===== src/shared/cia_pkg.sv =====
// Package: constants and carrier types for the core interrupt and addressing block
package cia_pkg;
   // ----------------
   // Sources, priorities and vectors
   // ----------------
   localparam int CIA_NSRC = 4;
   localparam logic [1:0] CIA_SRC_TRAP = 2'h0;
   localparam logic [1:0] CIA_SRC_TMR1 = 2'h1;
   localparam logic [1:0] CIA_SRC_TMR0 = 2'h2;
   localparam logic [1:0] CIA_SRC_WAKE = 2'h3;
   localparam logic [11:0] CIA_VEC_TMR0 = 12'hff6;
   localparam logic [11:0] CIA_VEC_TMR1 = 12'hff8;
   localparam logic [11:0] CIA_VEC_WAKE = 12'hffa;
   localparam logic [11:0] CIA_VEC_TRAP = 12'hffc;
   // ----------------
   // Stack and program counter
   // ----------------
   localparam logic [3:0] CIA_SP_RST = 4'hf;
   localparam logic [3:0] CIA_SP_STEP = 4'h2;
   localparam logic [7:0] CIA_STACK_BASE = 8'h30;
   localparam logic [11:0] CIA_PC_RST = 12'h800;
   localparam logic [11:0] CIA_PROG_BASE = 12'h800;
   // ----------------
   // Timing
   // ----------------
   localparam int CIA_ENTRY_CYCLES = 5;
   localparam logic [2:0] CIA_ENTRY_LAST = 3'(CIA_ENTRY_CYCLES - 1);
   localparam int CIA_REL_MIN = -31;
   localparam int CIA_REL_MAX = 32;
   // ----------------
   // Addressing modes
   // ----------------
   typedef enum logic [2:0] {
      CIA_AM_INDEXED = 3'h0,
      CIA_AM_INDIRECT = 3'h1,
      CIA_AM_DIRECT = 3'h2,
      CIA_AM_IMMEDIATE = 3'h3,
      CIA_AM_INHERENT = 3'h4,
      CIA_AM_ABSOLUTE = 3'h5,
      CIA_AM_RELATIVE = 3'h6
   } cia_mode_t;
   // Instruction classes that the mode checker needs to know about
   typedef enum logic [2:0] {
      CIA_OP_OTHER = 3'h0,
      CIA_OP_LESS_SKIP = 3'h1,
      CIA_OP_ACC_WRITE = 3'h2,
      CIA_OP_FAR_BRANCH = 3'h3,
      CIA_OP_CALL = 3'h4,
      CIA_OP_NEAR_BRANCH = 3'h5
   } cia_op_t;
   typedef struct packed {
      cia_op_t op;
      cia_mode_t mode;
      logic ptr_dest;
      logic [7:0] byte1;
      logic [7:0] byte2;
   } cia_addr_req_t;
   typedef struct packed {
      logic legal;
      logic is_value;
      logic prog_space;
      logic [11:0] addr;
      logic [7:0] value;
      logic [1:0] operand_bytes;
   } cia_addr_res_t;
   typedef struct packed {
      logic valid;
      logic [7:0] addr;
      logic [7:0] data;
   } cia_stack_wr_t;
   typedef enum logic [2:0] {
      CIA_ST_RUN = 3'h0,
      CIA_ST_ENTRY = 3'h1,
      CIA_ST_RET_LO = 3'h2,
      CIA_ST_RET_HI = 3'h3,
      CIA_ST_RET_GO = 3'h4
   } cia_state_t;
endpackage


===== src/rtl/cia_addr_gen.sv =====
// Effective address former for the seven operand modes
`timescale 1ns/1ns
`default_nettype none
module cia_addr_gen
   import cia_pkg::*;
(
   input wire logic clk_in,
   input wire logic rst_n_in,
   input wire cia_addr_req_t req_in,
   input wire logic [11:0] mem_ptr_in,
   input wire logic [11:0] pc_in,
   output cia_addr_res_t res_out
);
   typedef struct packed {
      cia_addr_res_t res;
   } cia_ag_state_t;
   cia_ag_state_t st_r;
   cia_ag_state_t st_nxt;
   logic [11:0] sum;
   logic signed [7:0] disp;
   always_comb begin
      st_nxt = '0;
      sum = 12'({1'b0, mem_ptr_in[10:0]} + {4'h0, req_in.byte1}); // RULE_11
      disp = $signed(req_in.byte1);
      st_nxt.res.legal = 1'b1;
      case (req_in.mode)
         CIA_AM_INDEXED: begin
            // Bit 11 of the pointer selects data or program space
            st_nxt.res.prog_space = mem_ptr_in[11]; // RULE_21
            st_nxt.res.addr = mem_ptr_in[11] ? (CIA_PROG_BASE | {1'b0, sum[10:0]})
                                              : {4'h0, sum[7:0]}; // RULE_11
            st_nxt.res.operand_bytes = 2'h1;
            st_nxt.res.legal = (req_in.op != CIA_OP_LESS_SKIP) && !req_in.ptr_dest; // RULE_18
         end
         CIA_AM_INDIRECT: begin
            st_nxt.res.addr = {4'h0, mem_ptr_in[7:0]}; // RULE_12
            st_nxt.res.legal = (req_in.op == CIA_OP_OTHER) || (req_in.op == CIA_OP_ACC_WRITE);
         end
         CIA_AM_DIRECT: begin
            st_nxt.res.addr = {4'h0, req_in.byte1}; // RULE_13
            st_nxt.res.operand_bytes = 2'h1;
            st_nxt.res.legal = (req_in.op == CIA_OP_OTHER) || (req_in.op == CIA_OP_ACC_WRITE);
         end
         CIA_AM_IMMEDIATE: begin
            st_nxt.res.is_value = 1'b1;
            st_nxt.res.value = req_in.byte1; // RULE_14
            st_nxt.res.operand_bytes = 2'h1;
            // Less-compare only against the pointer; stores have no value form
            st_nxt.res.legal = (req_in.op == CIA_OP_OTHER) ||
                               ((req_in.op == CIA_OP_LESS_SKIP) && req_in.ptr_dest); // RULE_18
         end
         CIA_AM_INHERENT: begin
            st_nxt.res.operand_bytes = 2'h0; // RULE_15
            st_nxt.res.legal = (req_in.op == CIA_OP_OTHER);
         end
         CIA_AM_ABSOLUTE: begin
            st_nxt.res.prog_space = 1'b1;
            st_nxt.res.addr = CIA_PROG_BASE | {1'b0, req_in.byte1[2:0], req_in.byte2}; // RULE_16
            st_nxt.res.operand_bytes = 2'h2;
            st_nxt.res.legal = (req_in.op == CIA_OP_FAR_BRANCH) ||
                               (req_in.op == CIA_OP_CALL); // RULE_16
         end
         CIA_AM_RELATIVE: begin
            st_nxt.res.prog_space = 1'b1;
            st_nxt.res.addr = 12'(pc_in + {{4{disp[7]}}, disp}); // RULE_17
            st_nxt.res.legal = (req_in.op == CIA_OP_NEAR_BRANCH) &&
                               (int'(disp) >= CIA_REL_MIN) && (int'(disp) <= CIA_REL_MAX); // RULE_17
         end
         default: st_nxt.res.legal = 1'b0;
      endcase
      if ((req_in.op == CIA_OP_FAR_BRANCH || req_in.op == CIA_OP_CALL) &&
          req_in.mode != CIA_AM_INDEXED && req_in.mode != CIA_AM_ABSOLUTE) begin
         st_nxt.res.legal = 1'b0; // RULE_18
      end
      if (req_in.op == CIA_OP_NEAR_BRANCH && req_in.mode != CIA_AM_RELATIVE) begin
         st_nxt.res.legal = 1'b0;
      end
   end
   always_ff @(posedge clk_in or negedge rst_n_in) begin
      if (!rst_n_in) begin
         st_r <= '0;
      end else begin
         st_r <= st_nxt;
      end
   end
   assign res_out = st_r.res;
endmodule
`default_nettype wire


===== src/rtl/cia_core_irq.sv =====
// Interrupt sequencer, stack traffic and operand address former for the core
`timescale 1ns/1ns
`default_nettype none
// Notes on behaviour
// RULE_01 - Enable clear: requests just pend; enable set: pending maskable request is taken.
// RULE_02 - Reset clears enable; only a software set or return sets it.
// RULE_03 - Enable clears only after return address stacked and vector fetched.
// RULE_04 - Instruction in progress finishes before interrupt entry starts.
// RULE_05 - Entry pushes PC and jumps to vector, five cycles total.
// RULE_06 - Return pops address in reverse order, sets enable, resumes there.
// RULE_07 - Simultaneous requests: wake-up, timer zero, timer one, then trap.
// RULE_08 - Four sources; three hardware ones gated by enable, trap not gated.
// RULE_09 - Trap always enters, stacking PC and clearing enable like others.
// RULE_10 - Software may set enable inside a handler so interrupts nest.
// RULE_11 - Indexed: 8-bit unsigned offset plus pointer low eleven bits.
// RULE_12 - Indirect: pointer alone addresses data space.
// RULE_13 - Direct: 8-bit instruction field is the data address.
// RULE_14 - Immediate: 8-bit instruction field is the operand value.
// RULE_15 - Inherent: no operand bytes, opcode implies all.
// RULE_16 - Absolute: 11-bit program target from two bytes; far branch and call only.
// RULE_17 - Near branch adds operand to PC, range -31 to +32.
// RULE_18 - Only legal mode combinations are accepted by the decoder.
// RULE_19 - Return address low byte is pushed first.
// RULE_20 - Push lowers stack pointer by two, pull raises it by two.
// RULE_21 - Pointer bit 11 picks data or program space for indexed access.
// RULE_22 - Each source has its own two-byte vector; winner's vector loads PC.
// RULE_23 - Losing or masked requests stay pending and are served later.
module cia_core_irq
   import cia_pkg::*;
(
   input wire logic sys_clk_in,
   input wire logic rstn_in,
   // Request lines from peripherals, same clock domain
   input wire logic wakeup_edge_irq_in,
   input wire logic timer_zero_irq_in,
   input wire logic timer_one_irq_in,
   // Execution unit handshake
   input wire logic instr_done_in,
   input wire logic soft_trap_op_in,
   input wire logic irq_return_op_in,
   input wire logic enable_set_op_in,
   input wire logic enable_clr_op_in,
   input wire logic [11:0] pc_in,
   input wire logic [11:0] mem_ptr_in,
   // Stack memory read data, one cycle after the read address
   input wire logic [7:0] stack_rd_data_in,
   // Vector memory read data, one cycle after the vector address
   input wire logic [7:0] vec_rd_data_in,
   input wire cia_addr_req_t addr_req_in,
   output cia_addr_res_t addr_res_out,
   output logic irq_enable_out,
   output logic [3:0] pending_out,
   output logic busy_out,
   output logic hold_core_out,
   output logic [3:0] stack_ptr_out,
   output cia_stack_wr_t stack_wr_out,
   output logic [7:0] stack_rd_addr_out,
   output logic [11:0] vec_addr_out,
   output logic pc_load_out,
   output logic [11:0] pc_load_val_out,
   output logic [1:0] active_src_out
);
   // ----------------
   // State
   // ----------------
   typedef struct packed {
      cia_state_t state;
      logic enable;
      logic [3:0] pend;
      logic [1:0] src;
      logic [2:0] cyc;
      logic [3:0] sp;
      logic [11:0] ret_pc;
      logic [7:0] lo_byte;
      cia_stack_wr_t swr;
      logic [7:0] rd_addr;
      logic [11:0] vec_addr;
      logic pc_load;
      logic [11:0] pc_val;
   } cia_state_reg_t;
   cia_state_reg_t st_r;
   cia_state_reg_t st_nxt;
   logic rst_n;
   logic [3:0] req_now;
   logic [3:0] eligible;
   logic take;
   logic [1:0] win;
   logic [11:0] win_vec;
   // ----------------
   // Reset release
   // ----------------
   // Kept apart from the state struct: it runs on the raw reset, the struct on its copy
   logic [1:0] rst_sync_r;
   always_ff @(posedge sys_clk_in or negedge rstn_in) begin
      if (!rstn_in) begin
         rst_sync_r <= 2'h0;
      end else begin
         rst_sync_r <= {rst_sync_r[0], 1'b1};
      end
   end
   assign rst_n = rst_sync_r[1];
   // ----------------
   // Arbitration
   // ----------------
   always_comb begin
      req_now = st_r.pend | {wakeup_edge_irq_in, timer_zero_irq_in, timer_one_irq_in,
                             soft_trap_op_in};
      // Trap bypasses the enable, hardware sources do not
      eligible = {req_now[3:1] & {3{st_r.enable}}, req_now[0]}; // RULE_08 RULE_09 RULE_01
      win = CIA_SRC_TRAP;
      win_vec = CIA_VEC_TRAP;
      if (eligible[3]) begin // RULE_07
         win = CIA_SRC_WAKE;
         win_vec = CIA_VEC_WAKE; // RULE_22
      end else if (eligible[2]) begin
         win = CIA_SRC_TMR0;
         win_vec = CIA_VEC_TMR0;
      end else if (eligible[1]) begin
         win = CIA_SRC_TMR1;
         win_vec = CIA_VEC_TMR1;
      end
      // Entry only at an instruction boundary
      take = (st_r.state == CIA_ST_RUN) && instr_done_in && (eligible != 4'h0); // RULE_04
   end
   // ----------------
   // Sequencer
   // ----------------
   always_comb begin
      st_nxt = st_r;
      st_nxt.swr = '0;
      st_nxt.pc_load = 1'b0;
      // Requests latch and stay until served
      st_nxt.pend = req_now; // RULE_23 RULE_01
      if (st_r.state == CIA_ST_RUN && irq_return_op_in) begin
         st_nxt.state = CIA_ST_RET_LO;
         st_nxt.sp = 4'(st_r.sp + CIA_SP_STEP); // RULE_20
         st_nxt.rd_addr = CIA_STACK_BASE | {4'h0, 4'(st_r.sp + 4'h1)}; // RULE_06
      end else if (take) begin
         st_nxt.state = CIA_ST_ENTRY;
         st_nxt.src = win;
         st_nxt.pend[win] = 1'b0;
         st_nxt.cyc = 3'h0;
         st_nxt.ret_pc = pc_in; // RULE_05
         st_nxt.vec_addr = win_vec; // RULE_22
      end else if (st_r.state == CIA_ST_RUN) begin
         if (enable_set_op_in) begin
            st_nxt.enable = 1'b1; // RULE_02 RULE_10
         end else if (enable_clr_op_in) begin
            st_nxt.enable = 1'b0;
         end
      end
      case (st_r.state)
         CIA_ST_RUN: begin
         end
         CIA_ST_ENTRY: begin
            st_nxt.cyc = 3'(st_r.cyc + 3'h1);
            case (st_r.cyc)
               3'h0: begin
                  // Low byte goes first
                  st_nxt.swr = '{1'b1, CIA_STACK_BASE | {4'h0, st_r.sp},
                                 st_r.ret_pc[7:0]}; // RULE_19
               end
               3'h1: begin
                  st_nxt.swr = '{1'b1, CIA_STACK_BASE | {4'h0, 4'(st_r.sp - 4'h1)},
                                 {4'h0, st_r.ret_pc[11:8]}};
                  st_nxt.sp = 4'(st_r.sp - CIA_SP_STEP); // RULE_20
                  // Step early: vector data trails its address by one cycle
                  st_nxt.vec_addr = 12'(st_r.vec_addr + 12'h1);
               end
               3'h2: begin
                  st_nxt.lo_byte = vec_rd_data_in;
               end
               3'h3: begin
                  st_nxt.pc_val = {vec_rd_data_in[3:0], st_r.lo_byte}; // RULE_22
               end
               default: begin
                  // Cleared only now, after stacking and vector fetch
                  st_nxt.enable = 1'b0; // RULE_03 RULE_09
                  st_nxt.pc_load = 1'b1; // RULE_05
                  st_nxt.state = CIA_ST_RUN;
               end
            endcase
         end
         CIA_ST_RET_LO: begin
            // Pop order reverses push order: high byte comes back first
            st_nxt.rd_addr = CIA_STACK_BASE | {4'h0, st_r.sp};
            st_nxt.state = CIA_ST_RET_HI; // RULE_06
         end
         CIA_ST_RET_HI: begin
            st_nxt.pc_val[11:8] = stack_rd_data_in[3:0];
            st_nxt.state = CIA_ST_RET_GO;
         end
         CIA_ST_RET_GO: begin
            st_nxt.pc_val[7:0] = stack_rd_data_in;
            st_nxt.enable = 1'b1; // RULE_06
            st_nxt.pc_load = 1'b1;
            st_nxt.state = CIA_ST_RUN;
         end
         default: st_nxt.state = CIA_ST_RUN;
      endcase
   end
   // The pc value is in place by the load pulse; RET_GO writes its low byte together with the pulse
   always_ff @(posedge sys_clk_in or negedge rst_n) begin
      if (!rst_n) begin
         // Enable, pending, source and strobes all come up clear
         st_r <= '{state: CIA_ST_RUN, sp: CIA_SP_RST, ret_pc: CIA_PC_RST,
                   vec_addr: CIA_VEC_TRAP, pc_val: CIA_PC_RST, default: '0}; // RULE_02
      end else begin
         st_r <= st_nxt;
      end
   end
   // ------------------------------------------------------------
   // Address former
   // ------------------------------------------------------------
   cia_addr_gen u_addr_gen (
      .clk_in(sys_clk_in),
      .rst_n_in(rst_n),
      .req_in(addr_req_in),
      .mem_ptr_in(mem_ptr_in),
      .pc_in(pc_in),
      .res_out(addr_res_out)
   );
   // ------------------------------------------------------------
   // Outputs
   // ------------------------------------------------------------
   assign irq_enable_out = st_r.enable;
   assign pending_out = st_r.pend;
   assign busy_out = (st_r.state != CIA_ST_RUN);
   // Hold the core through entry and return, and in the cycle entry starts
   assign hold_core_out = busy_out || take; // RULE_04
   assign stack_ptr_out = st_r.sp;
   assign stack_wr_out = st_r.swr;
   assign stack_rd_addr_out = st_r.rd_addr;
   assign vec_addr_out = st_r.vec_addr;
   assign pc_load_out = st_r.pc_load;
   assign pc_load_val_out = st_r.pc_val;
   assign active_src_out = st_r.src;
endmodule
`default_nettype wire


===== config.mk =====
export PLATFORM = sky130hd
export DESIGN_NAME = cia_core_irq
export DESIGN_NICKNAME = d
export VERILOG_FILES = /design/src/shared/cia_pkg.sv /design/src/rtl/cia_addr_gen.sv /design/src/rtl/cia_core_irq.sv
export SDC_FILE = /design/constraint.sdc
export NUM_CORES = 1
export LEC_CHECK = 0
export BUFFER_PORTS_ARGS = -buffer_cell sky130_fd_sc_hd__clkbuf_2
export CORE_UTILIZATION = 39
export CTS_CLUSTER_SIZE = 10
export DETAILED_ROUTE_END_ITERATION = 8
export PLACE_DENSITY = 0.66
export SYNTH_ARGS = -nofsm -noshare
export SYNTH_HDL_FRONTEND = slang
export SYNTH_SLANG_ARGS = --single-unit

===== constraint.sdc =====
create_clock -name sys_clk_in -period 7.1 [get_ports sys_clk_in]
set_input_delay 1.42 -clock sys_clk_in [delete_from_list [all_inputs] [get_ports sys_clk_in]]
set_output_delay 1.42 -clock sys_clk_in [all_outputs]
set_load 0.1 [all_outputs]

; Yosys cells after proc, flatten, opt, wreduce, memory -nomap -nowiden
; Index checks and enable logic that the tools add are counted.
[classes]
add_sub_neg = 8
mul = 0
div_mod_pow = 0
order_cmp = 4
eq_ne = 23
shifts = 0
mux = 44
bitwise = 5
reduce_logical = 36
[op_table]
columns = cell, n
row1 = 12-bit two-way mux, 6
row2 = 12-bit case mux with 5 select lines, 1
row3 = 17-bit case mux with 2 select lines, 1
row4 = 3-bit by 2-bit equality test with 1-bit output (second input constant), 8
row5 = 8-bit two-way mux, 3
row6 = 4-bit two-way mux, 5
row7 = 3-bit equality test (second input constant), 6
row8 = 17-bit two-way mux, 1
row9 = 8-bit case mux with 2 select lines, 1
row10 = 12-bit by 1-bit adder with 12-bit output (second input constant), 1
row11 = 12-bit adder, 1
row12 = 3-bit by 1-bit equality test with 1-bit output (second input constant), 4
row13 = 3-bit logical NOT, 4
row14 = 3-bit case mux with 4 select lines, 1
row15 = 11-bit by 8-bit adder with 11-bit output, 1
row16 = 1-bit logical AND, 11
row17 = 1-bit two-way mux, 10
row18 = 10-bit two-way mux, 1
row19 = 2-bit AND reduction, 5
row20 = 3-bit two-way mux, 3
row21 = 9-bit two-way mux, 1
row22 = 8-bit by 6-bit >= comparator with 1-bit output (second input constant), 1
row23 = 8-bit by 7-bit less-or-equal comparator with 1-bit output (second input constant), 1
row24 = 4-bit case mux with 2 select lines, 1
row25 = other kinds (29), 42
[totals]
regBits = 114
latchBits = 0
mem_bits_rw = 0
mem_bits_ro = 0
out_inout_bits = 88
word_cells = 143
n_memories = 0

; Logic depth before layout (Yosys ltp)
[logic_depth]
word_depth = 15
depth_mapped = 9
ltp_nobuf = 9

; By module
; From an unflattened synthesis, not the netlist that was laid out.
[unflattened]
hier_cells = 656
area_unflattened_um2 = 6274.8
[by_module_without_submodules]
columns = module, n_inst, cells_per_inst, area_per_inst_um2
row1 = cia_core_irq, 1, 397, 4093.9
row2 = cia_addr_gen, 1, 259, 2180.8

; Worst setup path after synthesis
; No wires, ideal clock.
[synth_path]
kind = input -> output
start = input timer_zero_irq_in
end = output hold_core_out
t_arrival_ns = 2.833
path_slack_ns = 2.847
stages = 3
path_buffers = 0
cell_sequence = o41ai_2 a31oi_1 nand2b_1
[synth_between]
elab_chain_cells = 5
[synth_rtl]
columns = element, line
row1 = "start, declared", cia_core_irq.sv:35  ; input wire logic timer_zero_irq_in,
row2 = 4-bit OR, cia_core_irq.sv:106  ; req_now = st_r.pend | {wakeup_edge_irq_in, timer_zero_irq_in, timer_one_irq_in,
row3 = 3-bit bitwise AND, cia_core_irq.sv:109  ; eligible = {req_now[3:1] & {3{st_r.enable}}, req_now[0]};
row4 = 4-bit nonzero test, cia_core_irq.sv:123  ; take = (st_r.state == CIA_ST_RUN) && instr_done_in && (eligible != 4'h0);
row5 = 1-bit logical AND, cia_core_irq.sv:123
row6 = 1-bit logical OR, cia_core_irq.sv:230  ; assign hold_core_out = busy_out || take;
row7 = "end, declared", cia_core_irq.sv:54  ; output logic hold_core_out,
; Every way passes these cells.

; Worst setup path in the final report
; Same ends and word-level chain as after synthesis.

==> results by group <==
Run status
  – Outcome: finished, final reports clean

STA
  – Final setup fails: 0
  – Setup TNS: 0 ps
  – Maximum clock skew at final layout: roughly 9.4 ps
  – Tmin final: around 4400 ps
  – Worst slew margin: around 32%
  – Final Hold Vio Count: 0
  – Fmax: about 220 MHz
  – Final worst path period share: a little over three fifths
  – Final worst slack: between 2000 and 3000 ps
  – Slew Viols, Final: 0
  – Tightest Pin Transition: 1013 ps
  – RSZ-0062 raised after global routing: false

Clocking
  – CTS tree: done
  – Postcts setup bufs: 0
  – Clk_lat worst skew: ~350 ps
  – Maximum clock path buffer count: 2
  – Root Driver: clkbuf_16
  – CTS Buf Count: 9
  – CTS resizes: 0
  – CTS H-tree depth: 3
  – Clock sinks: about 110
  – CTS Hold Bufs: 0
  – Clock slew at reported path FFs: 80 ps

Power and ir drop
  – Peak VDD IR: 249.3 µV
  – Leak: around 3.3 nW
  – Pwr dens: between 400 and 500 nW/µm²

Layout
  – # nets final: between 800 and 900
  – Fillers: ~1500
  – Antenna Cells: 0
  – Area grow syn2layout: 14.01%
  – Share of cells above drive strength 1: around 29%

Setup path
  – CP arrival: slightly above 3000 ps
  – CP max stage cell: o41ai_2
  – WP data required: approximately 5700 ps
  – Crit Path Category: input port to output pin
  – Crit path max fanout: 5
  – Slowest cell delay on critical path: about 650 ps
  – Family with the most delay on the worst path: compound AO/OA/AOI/OAI gates
  – Reg2reg end: vec_addr_out[2]
  – Setup crit start: timer_zero_irq_in
  – Worst Reg-to-Reg Cells: 5
  – CP dominant cell by count: clkbuf_2
  – CP endpoint kind: output pin
  – Critical path buffers and inverters: 2
  – FF-to-FF Start: pending_out[2]
  – Worst Setup Start Kind: input port
  – Reg-to-reg slack, setup: approximately 4500 ps
  – Cell Chain, Critical Path: clkbuf_2 > o41ai_2 > a31oi_1 > nand2b_1 > clkbuf_2
  – Worst path depth: 5

Placed design
  – DP HPWL: about 10000 µm
  – Placer Congestion: 0.8581
  – Pre-CTS WS: 2672 ps
  – Port bufs: 155

Detailed routing
  – Initial DRT Pass Iterations: 4
  – Detailed router's first-iteration violation count: around 330
  – Vias per cell: around 5.2
  – WL/cell: 15.17 µm
  – DR vias: approximately 4800
  – DRC viols: 0
  – Post-route ant nets: 0
  – Drt total wl: between 10000 and 15000 µm

Floorplanning
  – Initial core utilization: between 30% and 40%
  – Overall die area: 15940 µm²
  – Core area: approximately 15000 µm²
  – Site Rows: 45
  – Die Wd: approximately 130 µm
  – Top Ports: between 150 and 200
  – Die Span Y: 126.2 µm

Synthesis
  – Synth Area per Inst: between 9 and 10 µm²
  – Synth top area share: a little under two fifths
  – Post-synthesis cell type count: 60
  – Synth Warn #: 0
  – Primary FF master, synth: dfrtp_1
  – Mapped Cells: 636
  – Share of flip-flops with an asynchronous set or reset: 100.0%
  – Sequential area share after synthesis: roughly 44%
  – Number of flops mapped to enable cells by yosys: 0
  – Post-synthesis cell area: 6020 µm²
  – #FFs+latches synth: roughly 110
  – Yosys top cell by area: dfrtp_1
  – Largest cells by area after synthesis: dfrtp_1, buf_4, dfstp_2

Global route
  – First-pass GRT wire length: 22800 µm
  – Gr usage total: 18.11%
  – GRT overflow: 0
  – Initial antenna violation count: 0
  – Largest net degree at the start of global routing: around 80
  – Via count of the first global-routing pass: around 4500

Hold path
  – Hold Crit Class: flip-flop to async pin

Run
  – Max Cap Viol: 0
## routing by layer
metal	track usage (%)	part of all wire (%)
met3	3.908	7.3
met2	28.40	44
met4	6.095	1.5
met1	24.80	47
met5	0	0
## how the worst max path moves through the flow
stage | to | slack, ps
CTS | hold_core_out | 2660
global placement | hold_core_out | 2700
detailed placement | hold_core_out | 2670
global route | hold_core_out | 2490
finish | hold_core_out | 2650
floorplan | hold_core_out | 2850
## registers in the layout, summed over array words and instances, names as in the netlist
name / flops
pc_load_val_out: 12
vec_addr_out: 12
stack_rd_addr_out: 5
stack_wr_out: 13
stack_ptr_out: 3
st_r: 26
pending_out: 4
rst_sync_r: 2
u_addr_gen.res_out: 25
irq_enable_out: 1
pc_load_out: 1
active_src_out: 2
## cells in the final DEF, fill, tap and decap left out, types with 5 or more instances in the layout
cell       count
and3_1         8
a21oi_1       36
nand2b_1       6
a22o_1         5
a21o_1         5
nor2b_1       10
and2_1        11
o221ai_1       7
buf_4          5
nor2_1        48
dfrtp_1       90
nand3_1       15
dfstp_2       15
a31oi_1       10
xnor2_1       11
nor3_1        20
nand2_1       76
conb_1         6
inv_1         23
o21ai_0       34
mux2i_1       14
a22oi_1        8
clkbuf_16      9
clkbuf_2     155
xor2_1         7
mux2_2         8
ha_1          27
## synth_stat cells (13+ instances only)
library cell,number
a21oi_1,36
ha_1,27
nor2_1,48
clkbuf_1,13
dfrtp_1,91
dfstp_2,15
nand3_1,15
inv_1,23
buf_4,60
mux2i_1,14
nor3_1,20
o21ai_0,34
nand2_1,76
## cells by family (layout without fill, tap and decap cells)
logic type	count (synthesis)	after routing	synth area share, %
other	2	6	0.1248
AO/OA/AOI/OAI	138	138	15.36
AND/OR/NAND/NOR	216	216	17.02
flip-flops	106	106	44.38
adder cells (fa/ha/maj)	29	29	6.277
multiplexers	22	22	3.825
XOR/XNOR	18	18	2.619
buffers and inverters	105	201	10.39
## layout make-up
cell class | instances | area [µm²] | area share (%)
Timing Repair Buffer | 160 | 813.3 | 11.85
Tap cell | 188 | 235.2 | 3.428
Inverter | 25 | 93.84 | 1.367
Sequential cell | 106 | 2675 | 38.98
Clock buffer | 9 | 225.2 | 3.282
Clock inverter | 7 | 77.57 | 1.130
Multi-Input combinational cell | 429 | 2743 | 39.96
## power breakdown
part / internal (mW) / switching, mW
Clock: 0.277 / 0.234
Sequential: 0.830 / 0.155
Combinational: 0.344 / 1.39
Total: 1.45 / 1.78
## through the flow
stage | utilization (%) | hold slack, ps | std cells | cell area [µm²] | total power [mW]
6_report | 45.31 | 219.4 | 924 | 6863 | 3.235
4_1_cts | 45.31 | 240.4 | 924 | 6863 | 3.260
2_1_floorplan | - | 331.2 | 640 | 6035 | 2.601
5_1_grt | 45.31 | 249.2 | 924 | 6863 | 3.414
3_3_place_gp | 43.31 | 242.9 | 908 | 6560 | 2.722
3_5_place_dp | 43.31 | 234.9 | 908 | 6560 | 2.739
## worst register-to-register path, stage by stage, from the launching register on
cell	delay (ps)
dfrtp_1	410
o41ai_2	640
a31oi_1	270
nand2b_1	730
nor2_1	190
a311oi_2	300
(Power assumes the default switching activity.)
